[src/core/pll_pkg.sv]
// Shared constants and carrier types of the synthesizer disable and mode control block.
package pll_pkg;

   // System clock period in nanoseconds.
   localparam int unsigned CLK_PERIOD_NS = 4;

   // Register-file addresses (4-bit data) and the peripheral address (16-bit data).
   localparam logic [7:0] ADDR_MODE_SELECT      = 8'h21;
   localparam logic [7:0] ADDR_REFERENCE_SELECT = 8'h31;
   localparam logic [7:0] ADDR_DIVISION_RATIO   = 8'h41;

   // Reset values of the three registers.
   localparam logic [3:0]  MODE_RESET  = 4'h0;
   localparam logic [3:0]  REF_RESET   = 4'hF;
   localparam logic [15:0] RATIO_RESET = 16'h0000;

   // Reference code that switches the whole synthesizer off.
   localparam logic [3:0] REF_CODE_OFF = 4'hF;

   // Division mode codes of the mode-select register.
   localparam logic [3:0] MODE_OSC_OFF           = 4'h0;
   localparam logic [3:0] MODE_DIRECT_DIVISION   = 4'h1;
   localparam logic [3:0] MODE_LOW_BAND_SWALLOW  = 4'h2;
   localparam logic [3:0] MODE_HIGH_BAND_SWALLOW = 4'h3;

   // Direct division takes its ratio from the upper twelve bits of the ratio register.
   localparam int unsigned DIRECT_RATIO_LSB = 4;

   // Reference frequency in Hz for each reference code; zero means no output.
   localparam int unsigned REF_HZ [0:15] = '{
      1250, 2500, 5000, 10000, 6250, 12500, 25000, 50000,
      3000, 0, 0, 0, 1000, 9000, 100000, 0};

   // Width of the reference generator counter.
   localparam int unsigned REF_CNT_WIDTH = 20;

   // Register-file access from the processor core.
   typedef struct packed {
      logic       wr;
      logic [7:0] addr;
      logic [3:0] wdata;
   } rf_req_type;

   // Peripheral access from the processor core.
   typedef struct packed {
      logic        wr;
      logic [7:0]  addr;
      logic [15:0] wdata;
   } peri_req_type;

endpackage

[src/core/level_sync.sv]
// Two flip-flop synchronizer for levels that arrive from outside the clock domain.
`timescale 1ns/10ps
module level_sync #(
   parameter int unsigned WIDTH = 1
) (
   input  wire logic             clk,
   input  wire logic             rst,
   input  wire logic [WIDTH-1:0] din,
   output logic      [WIDTH-1:0] sync_q
);

   typedef struct packed {
      logic [WIDTH-1:0] meta;
      logic [WIDTH-1:0] sync;
   } sync_state_type;

   sync_state_type st_q;
   sync_state_type st_d;

   if (WIDTH < 1) begin : g_bad_width
      $error("level_sync needs WIDTH of at least one.");
   end

   // The first stage feeds only the second stage.
   always_comb begin
      st_d      = st_q;
      st_d.meta = din;
      st_d.sync = st_q.meta;
   end

   // State register.
   always_ff @(posedge clk) begin
      if (rst) begin
         st_q <= '0;
      end else begin
         st_q <= st_d;
      end
   end

   assign sync_q = st_q.sync;

endmodule

[src/core/rate_divider.sv]
// Programmable divider that emits one pulse for every ratio input ticks.
`timescale 1ns/10ps
module rate_divider #(
   parameter int unsigned WIDTH = 16
) (
   input  wire logic             clk,
   input  wire logic             rst,
   input  wire logic             run,
   input  wire logic             tick,
   input  wire logic [WIDTH-1:0] ratio,
   output logic                  pulse_q
);

   typedef struct packed {
      logic [WIDTH-1:0] cnt;
      logic             pulse;
   } div_state_type;

   div_state_type  st_q;
   div_state_type  st_d;
   logic [WIDTH:0] next_cnt;

   if (WIDTH < 2) begin : g_bad_width
      $error("rate_divider needs WIDTH of at least two.");
   end

   // Count ticks while running; a ratio of zero or one passes every tick.
   always_comb begin
      st_d       = st_q;
      st_d.pulse = 1'b0;
      next_cnt   = {1'b0, st_q.cnt} + {{WIDTH{1'b0}}, 1'b1};
      if (!run) begin
         st_d.cnt = '0;
      end else if (tick) begin
         if (next_cnt >= {1'b0, ratio}) begin
            st_d.cnt   = '0;
            st_d.pulse = 1'b1;
         end else begin
            st_d.cnt = next_cnt[WIDTH-1:0];
         end
      end
   end

   // State register.
   always_ff @(posedge clk) begin
      if (rst) begin
         st_q <= '0;
      end else begin
         st_q <= st_d;
      end
   end

   assign pulse_q = st_q.pulse;
endmodule

[src/core/pll_synth_ctrl.sv]
// Synthesizer disable, mode select, divider and charge-pump control of the tuning core.
`timescale 1ns/10ps
module pll_synth_ctrl #(
   parameter int unsigned CLK_HZ = 1_000_000_000 / pll_pkg::CLK_PERIOD_NS
) (
   input  wire logic                  CLK,
   input  wire logic                  SYS_RST,
   input  wire logic                  CE_PIN,
   input  wire logic                  CLOCK_STOP,
   input  wire pll_pkg::rf_req_type   RF_REQ,
   output logic [3:0]                 RF_RDATA,
   input  wire pll_pkg::peri_req_type PERI_REQ,
   output logic [15:0]                PERI_RDATA,
   input  wire logic                  LOW_BAND_OSC_INPUT,
   input  wire logic                  HIGH_BAND_OSC_INPUT,
   output logic                       LOW_BAND_PULLDOWN,
   output logic                       HIGH_BAND_PULLDOWN,
   output logic                       PHASE_ERROR_OUT_HI_O,
   output logic                       PHASE_ERROR_OUT_HI_OE,
   output logic                       PHASE_ERROR_OUT_LO_O,
   output logic                       PHASE_ERROR_OUT_LO_OE,
   output logic                       SYNTH_DISABLED
);

   localparam int unsigned CW = pll_pkg::REF_CNT_WIDTH;

   typedef logic [15:0][CW-1:0] ref_table_type;

   typedef struct packed {
      logic [3:0]  mode;
      logic [3:0]  ref_sel;
      logic [15:0] ratio;
      logic [3:0]  rf_rdata;
      logic [15:0] peri_rdata;
      logic        osc_prev;
      logic        up;
      logic        dn;
      logic        eo_val;
      logic        eo_oe;
      logic        pd_low;
      logic        pd_high;
      logic        dis;
   } ctrl_type;

   // Reference period in clock cycles for each reference code.
   function automatic ref_table_type build_table();
      ref_table_type t;
      t = '0;
      for (int i = 0; i < 16; i++) begin
         if (pll_pkg::REF_HZ[i] != 0) begin
            t[i] = CW'(CLK_HZ / pll_pkg::REF_HZ[i]);
         end
      end
      return t;
   endfunction

   localparam ref_table_type REF_CNT = build_table();

   // Power-on state: registers at reset values, pins floated and pulled down.
   localparam ctrl_type CTRL_RESET = '{
      mode:    pll_pkg::MODE_RESET,
      ref_sel: pll_pkg::REF_RESET,
      ratio:   pll_pkg::RATIO_RESET,
      pd_low:  1'b1,
      pd_high: 1'b1,
      dis:     1'b1,
      default: '0};

   if (CLK_HZ / 1000 >= (1 << CW) || CLK_HZ / 100000 < 2) begin : g_bad_clk
      $error("CLK_HZ does not fit the reference counter.");
   end

   ctrl_type       st_q;
   ctrl_type       st_d;
   logic           ce_s;
   logic [1:0]     osc_s;
   logic           ref_off;
   logic           full_dis;
   logic           sel_low;
   logic           sel_high;
   logic           osc_sel;
   logic           osc_edge;
   logic [15:0]    div_ratio;
   logic [CW-1:0]  ref_ratio;
   logic           ref_run;
   logic           fr_pulse;
   logic           fn_pulse;
   logic           up_n;
   logic           dn_n;

   // Chip-enable and both oscillator pins come from outside the clock domain.
   level_sync #(.WIDTH(1)) u_ce_sync (
      .clk    (CLK),
      .rst    (SYS_RST),
      .din    (CE_PIN),
      .sync_q (ce_s)
   );

   level_sync #(.WIDTH(2)) u_osc_sync (
      .clk    (CLK),
      .rst    (SYS_RST),
      .din    ({HIGH_BAND_OSC_INPUT, LOW_BAND_OSC_INPUT}),
      .sync_q (osc_s)
   );

   // Disable condition and source selection.
   always_comb begin
      ref_off  = (st_q.ref_sel == pll_pkg::REF_CODE_OFF);
      full_dis = !ce_s || ref_off;
      sel_low  = (st_q.mode == pll_pkg::MODE_DIRECT_DIVISION) ||
                 (st_q.mode == pll_pkg::MODE_LOW_BAND_SWALLOW);
      sel_high = (st_q.mode == pll_pkg::MODE_HIGH_BAND_SWALLOW);
      osc_sel  = sel_high ? osc_s[1] : (sel_low ? osc_s[0] : 1'b0);
      osc_edge = osc_sel && !st_q.osc_prev;
      if (st_q.mode == pll_pkg::MODE_DIRECT_DIVISION) begin
         div_ratio = st_q.ratio >> pll_pkg::DIRECT_RATIO_LSB;
      end else begin
         div_ratio = st_q.ratio;
      end
      ref_ratio = REF_CNT[st_q.ref_sel];
      ref_run   = !full_dis && (ref_ratio != '0);
   end

   // Programmable counter on the selected oscillator input; stops under full disable.
   rate_divider #(.WIDTH(16)) u_prog_counter (
      .clk     (CLK),
      .rst     (SYS_RST),
      .run     (!full_dis),
      .tick    (osc_edge),
      .ratio   (div_ratio),
      .pulse_q (fn_pulse)
   );

   // Reference generator counting system clocks; prohibited codes give no output.
   rate_divider #(.WIDTH(CW)) u_ref_gen (
      .clk     (CLK),
      .rst     (SYS_RST),
      .run     (ref_run),
      .tick    (1'b1),
      .ratio   (ref_ratio),
      .pulse_q (fr_pulse)
   );

   // Registers, phase comparator and charge pump.
   always_comb begin
      st_d          = st_q;
      st_d.osc_prev = osc_sel;
      // Register writes; a chip-enable drop touches none of them.
      if (RF_REQ.wr && RF_REQ.addr == pll_pkg::ADDR_MODE_SELECT) begin
         st_d.mode = RF_REQ.wdata;
      end
      if (RF_REQ.wr && RF_REQ.addr == pll_pkg::ADDR_REFERENCE_SELECT) begin
         st_d.ref_sel = RF_REQ.wdata;
      end
      if (CLOCK_STOP) begin
         st_d.ref_sel = pll_pkg::REF_CODE_OFF;
      end
      if (PERI_REQ.wr && PERI_REQ.addr == pll_pkg::ADDR_DIVISION_RATIO) begin
         st_d.ratio = PERI_REQ.wdata;
      end
      // Read data, registered one cycle after the address.
      unique case (RF_REQ.addr)
         pll_pkg::ADDR_MODE_SELECT:      st_d.rf_rdata = st_q.mode;
         pll_pkg::ADDR_REFERENCE_SELECT: st_d.rf_rdata = st_q.ref_sel;
         default:                        st_d.rf_rdata = 4'h0;
      endcase
      if (PERI_REQ.addr == pll_pkg::ADDR_DIVISION_RATIO) begin
         st_d.peri_rdata = st_q.ratio;
      end else begin
         st_d.peri_rdata = 16'h0000;
      end
      // Up request on a reference edge, down on a divided edge, both cancel.
      up_n = st_q.up || fr_pulse;
      dn_n = st_q.dn || fn_pulse;
      if (full_dis) begin
         up_n = 1'b0;
         dn_n = 1'b0;
      end else if (up_n && dn_n) begin
         up_n = 1'b0;
         dn_n = 1'b0;
      end
      st_d.up = up_n;
      st_d.dn = dn_n;
      // Up drives low, down drives high, otherwise float; with no divided input
      // the up request persists, so the pins sit low.
      st_d.eo_oe  = !full_dis && (up_n ^ dn_n);
      st_d.eo_val = dn_n;
      // Unselected or disabled oscillator inputs are pulled down.
      st_d.pd_low  = full_dis || !sel_low;
      st_d.pd_high = full_dis || !sel_high;
      st_d.dis     = full_dis;
   end

   // State register; only power-on reset initialises the registers.
   always_ff @(posedge CLK) begin
      if (SYS_RST) begin
         st_q <= CTRL_RESET;
      end else begin
         st_q <= st_d;
      end
   end

   assign RF_RDATA              = st_q.rf_rdata;
   assign PERI_RDATA            = st_q.peri_rdata;
   assign LOW_BAND_PULLDOWN     = st_q.pd_low;
   assign HIGH_BAND_PULLDOWN    = st_q.pd_high;
   assign PHASE_ERROR_OUT_HI_O  = st_q.eo_val;
   assign PHASE_ERROR_OUT_HI_OE = st_q.eo_oe;
   assign PHASE_ERROR_OUT_LO_O  = st_q.eo_val;
   assign PHASE_ERROR_OUT_LO_OE = st_q.eo_oe;
   assign SYNTH_DISABLED        = st_q.dis;
endmodule

[config.mk]
export PLATFORM = sky130hd
export DESIGN_NAME = pll_synth_ctrl
export DESIGN_NICKNAME = d
export VERILOG_FILES = /design/src/core/pll_pkg.sv /design/src/core/level_sync.sv /design/src/core/rate_divider.sv /design/src/core/pll_synth_ctrl.sv
export SDC_FILE = /design/constraint.sdc
export NUM_CORES = 1
export LEC_CHECK = 0
export ABC_AREA = 1
export BUFFER_PORTS_ARGS = -buffer_cell sky130_fd_sc_hd__buf_2
export CAP_MARGIN = 30
export CORE_UTILIZATION = 46
export CTS_CLUSTER_SIZE = 25
export DETAILED_ROUTE_END_ITERATION = 8
export PLACE_DENSITY = 0.67
export SYNTH_ARGS = -nofsm -noshare
export SYNTH_HDL_FRONTEND = slang
export SYNTH_SLANG_ARGS = --single-unit
[constraint.sdc]
create_clock -name CLK -period 3.26 [get_ports CLK]
set_clock_uncertainty 0.15 [all_clocks]
set_input_delay 0.652 -clock CLK [delete_from_list [all_inputs] [get_ports CLK]]
set_output_delay 0.652 -clock CLK [all_outputs]
set_load 0.02 [all_outputs]
==> results.yml <==
global_route:
  first_global_vias: 4594
  antenna_found_initial: 0
  overflow: 0
  grt_pass1_wl_mm: 21.3
  grt_usage_pct: 20.2
  grt_max_degree: 33
critical_path:
  end_kind: "flop"
  worstPathMaxFanout: 7
  worst-r2r-setup-slack_ns: 0.28
  r2r-start: "u_ref_gen.st_q[2]$_SDFF_PP0_"
  r2r_cells: 20
  crit_type: "flop to flop"
  worst_r2r_endpoint: "u_ref_gen.st_q[5]$_SDFF_PP0_"
  crit_start: "u_ref_gen.st_q[2]$_SDFF_PP0_"
  worstSetupStartpointType: "flop"
  worstPathArrival_ns: 3.12
  setup.worst_path.end: "u_ref_gen.st_q[5]$_SDFF_PP0_"
  worstPathRequired_ns: 3.41
layout:
  antenna_cells: 0
  drive_above_1_share_pct: 15.5
  finish.utilization_pct: 53.7
  seqCellArea_mm2: 0.00224
  final_nets: 977
  syn_to_final_growth_pct: 13.7
  stdcell_count: 1068
  layout_commonest_cell: "nand2_1"
  multiInputGateArea_mm2: 0.00298
  fillers: 1248
  most-common-layout-cells: "nand2_1 (148), inv_1 (143), nor2_1 (113), dfxtp_1 (110), buf_2 (70)"
sta:
  maxSlewHeadroom_pct: 58.9
  rsz0062_at_grt: "no"
  setup_violations: 0
  slew_violations: 0
  final.setup.tns_ns: 0
  setup_ws_ns: 0.283
  fmax_mhz: 336
  min_period_over_period_pct: 91.3
  period_minus_slack_ns: 2.98
  hold_viol_final: 0
  worstMarginPinSlew_ns: 0.615
clock_network:
  cts_buffer_depth: 2
  clk_latency_ns: 0.36
  ctsHoldBuffers: 0
  cts_tree: "done"
  cts_buffers: 9
  htreeDepth: 3
  cts_sinks: 112
  clk_pin_slew_ns: 0.08
  cts_root_buf: "clkbuf_16"
routing:
  vias: 5051
  dr.pass1.iters: 4
  via_per_inst: 4.73
  route.detailed.drc: 0
  routedWlPerCell_um: 11.6
  drt-total-wl_mm: 12.4
  drtAntennaViolNets: 0
  drt_iter0_drc: 261
yosys:
  async_flop_share_pct: 0
  synth_seq_area_share_pct: 37.5
  yosys_warnings: 0
  synth.area.top_cells: "dfxtp_1 (37%), nand2_1 (9.3%), inv_1 (9.0%)"
  synth_area_mm2: 0.00598
  netlist_instances: 834
  yosys.area.top_type: "dfxtp_1"
  avgSynthCellArea_um2: 7.17
  synth-edff-count: 0
  netlist.area_leader.share_pct: 37.5
  ys.flop_type: "dfxtp_1"
  ys_types: 41
  ys_seq_elements: 112
min_path:
  whs_path_depth: 2
  hold_path_class: "flop to flop"
placed_design:
  place_congestion: 0.864
  io_buffers: 70
  dp_cells: 1048
  pre_cts_ws_ns: 0.143
  dp_hpwl_mm: 9.45
die:
  core_area_mm2: 0.0127
  floorplan.die_area_mm2: 0.0135
  pin_count: 71
  initial_core_util_pct: 47.2
  row_count: 41
  die_w_um: 116
  die_y_um: 116
power_and_ir_drop:
  p_leak_uw: 0.00332
  ir_drop_mv: 0.311
  p_per_area_mw_per_mm2: 382
run_status:
  outcome: "finished, final reports clean"
job:
  cap_viol_max_count: 0
==> logic make-up (layout without fill, tap and decap cells) <==
kind of cell / count (synthesis) / after routing / share of synthesized area (%)
adder cells (fa/ha/maj): 42 / 42 / 8.78
flip-flops: 112 / 112 / 37.5
AND/OR/NAND/NOR: 362 / 362 / 27.2
AO/OA/AOI/OAI: 113 / 113 / 10.6
XOR/XNOR: 17 / 17 / 2.49
other: 1 / 2 / 0.0627
buffers and inverters: 187 / 248 / 13.4
==> registers in the layout, indices dropped and copies added, names as in the netlist <==
| name | count |
|---|---|
| st_q | 26 |
| u_ref_gen.st_q | 20 |
| ref_ratio | 17 |
| PERI_RDATA | 16 |
| u_prog_counter.st_q | 16 |
| RF_RDATA | 4 |
| u_osc_sync.st_d | 2 |
| u_osc_sync.sync_q | 2 |
| HIGH_BAND_PULLDOWN | 1 |
| LOW_BAND_PULLDOWN | 1 |
| PHASE_ERROR_OUT_HI_O | 1 |
| PHASE_ERROR_OUT_HI_OE | 1 |
| SYNTH_DISABLED | 1 |
| u_ce_sync.st_d | 1 |
| u_ce_sync.sync_q | 1 |
| u_prog_counter.pulse_q | 1 |
| u_ref_gen.pulse_q | 1 |
==> final cells by class <==
cell class,instances,area share [%]
Sequential cell,112,33.0
Clock inverter,7,1.27
Tap cell,172,3.16
Clock buffer,9,3.31
Inverter,145,8.00
Multi-Input combinational cell,536,43.9
Timing Repair Buffer,87,7.40
==> metal layers <==
layer	global-route usage [%]	part of all wire, %	vias to the layer above	wire [µm]
met5	0	0	-	0
li1	-	-	2744	-
met2	30.3	43	100	5270
met3	4.29	3.9	11	490
met4	6.92	1.3	0	159
met1	28.7	52	2196	6480
==> critical path, stage by stage (launching register included) <==
cell and delay [ns]:
dfxtp_1 0.39, ha_2 0.21, nand2_1 0.08, nor2_2 0.12, inv_1 0.10, nor2_4 0.11
nand4_1 0.11, nor2_1 0.13, xnor2_1 0.17, inv_1 0.07, ha_1 0.30, nand2_2 0.09
nor2_1 0.05, nor2_1 0.08, nand2_1 0.06, a21oi_1 0.11, nand2_1 0.06, nand2_1 0.11
nand3_4 0.13, buf_4 0.18, nor2_1 0.09
==> worst min-delay path by stage <==
stage / start / end / slack, ns
after floorplan: u_ce_sync.st_d[0]$_SDFF_PP0_ / u_ce_sync.sync_q$_SDFF_PP0_ / 0.24
after global placement: u_ce_sync.st_d[0]$_SDFF_PP0_ / u_ce_sync.sync_q$_SDFF_PP0_ / 0.24
after detailed placement: u_ce_sync.st_d[0]$_SDFF_PP0_ / u_ce_sync.sync_q$_SDFF_PP0_ / 0.25
after CTS: u_osc_sync.st_d[0]$_SDFF_PP0_ / u_osc_sync.sync_q[0]$_SDFF_PP0_ / 0.25
after global routing: u_ce_sync.st_d[0]$_SDFF_PP0_ / u_ce_sync.sync_q$_SDFF_PP0_ / 0.26
final: u_osc_sync.st_d[0]$_SDFF_PP0_ / u_osc_sync.sync_q[0]$_SDFF_PP0_ / 0.25
==> report_power, final <==
part / switching [µW] / internal, µW
logic: 29.5 / 27.7
registers: 2.06 / 1370
clock network: 553 / 613
==> per-stage QoR <==
step | hold WS (ns) | power (µW) | area, µm²
6_report | 0.252 | 2600 | 6800
2_1_floorplan | 0.238 | 1430 | 5990
3_5_place_dp | 0.246 | 1460 | 6410
4_1_cts | 0.255 | 2620 | 6720
3_3_place_gp | 0.238 | 1460 | 6410
5_1_grt | 0.265 | 2700 | 6800
==> synthesized netlist by cell type, drive strengths merged (2+ instances only) <==
master,number
o21ai,47
xor2,16
nand3b,4
dfxtp,112
a41oi,2
nand3,28
nor4,7
o211ai,2
and3,2
nor3,13
nand4,24
inv,145
clkbuf,12
o22ai,4
a211oi,16
nand2,150
a21oi,39
ha,42
nor2,131
buf,30
==> what timing repair did <==
item                                    4_1_cts  5_1_grt
gates resized for setup                       0       11
buffers inserted                              0        4
endpoints found under the setup margin        0       31
Power figures use the tool's default switching activity.
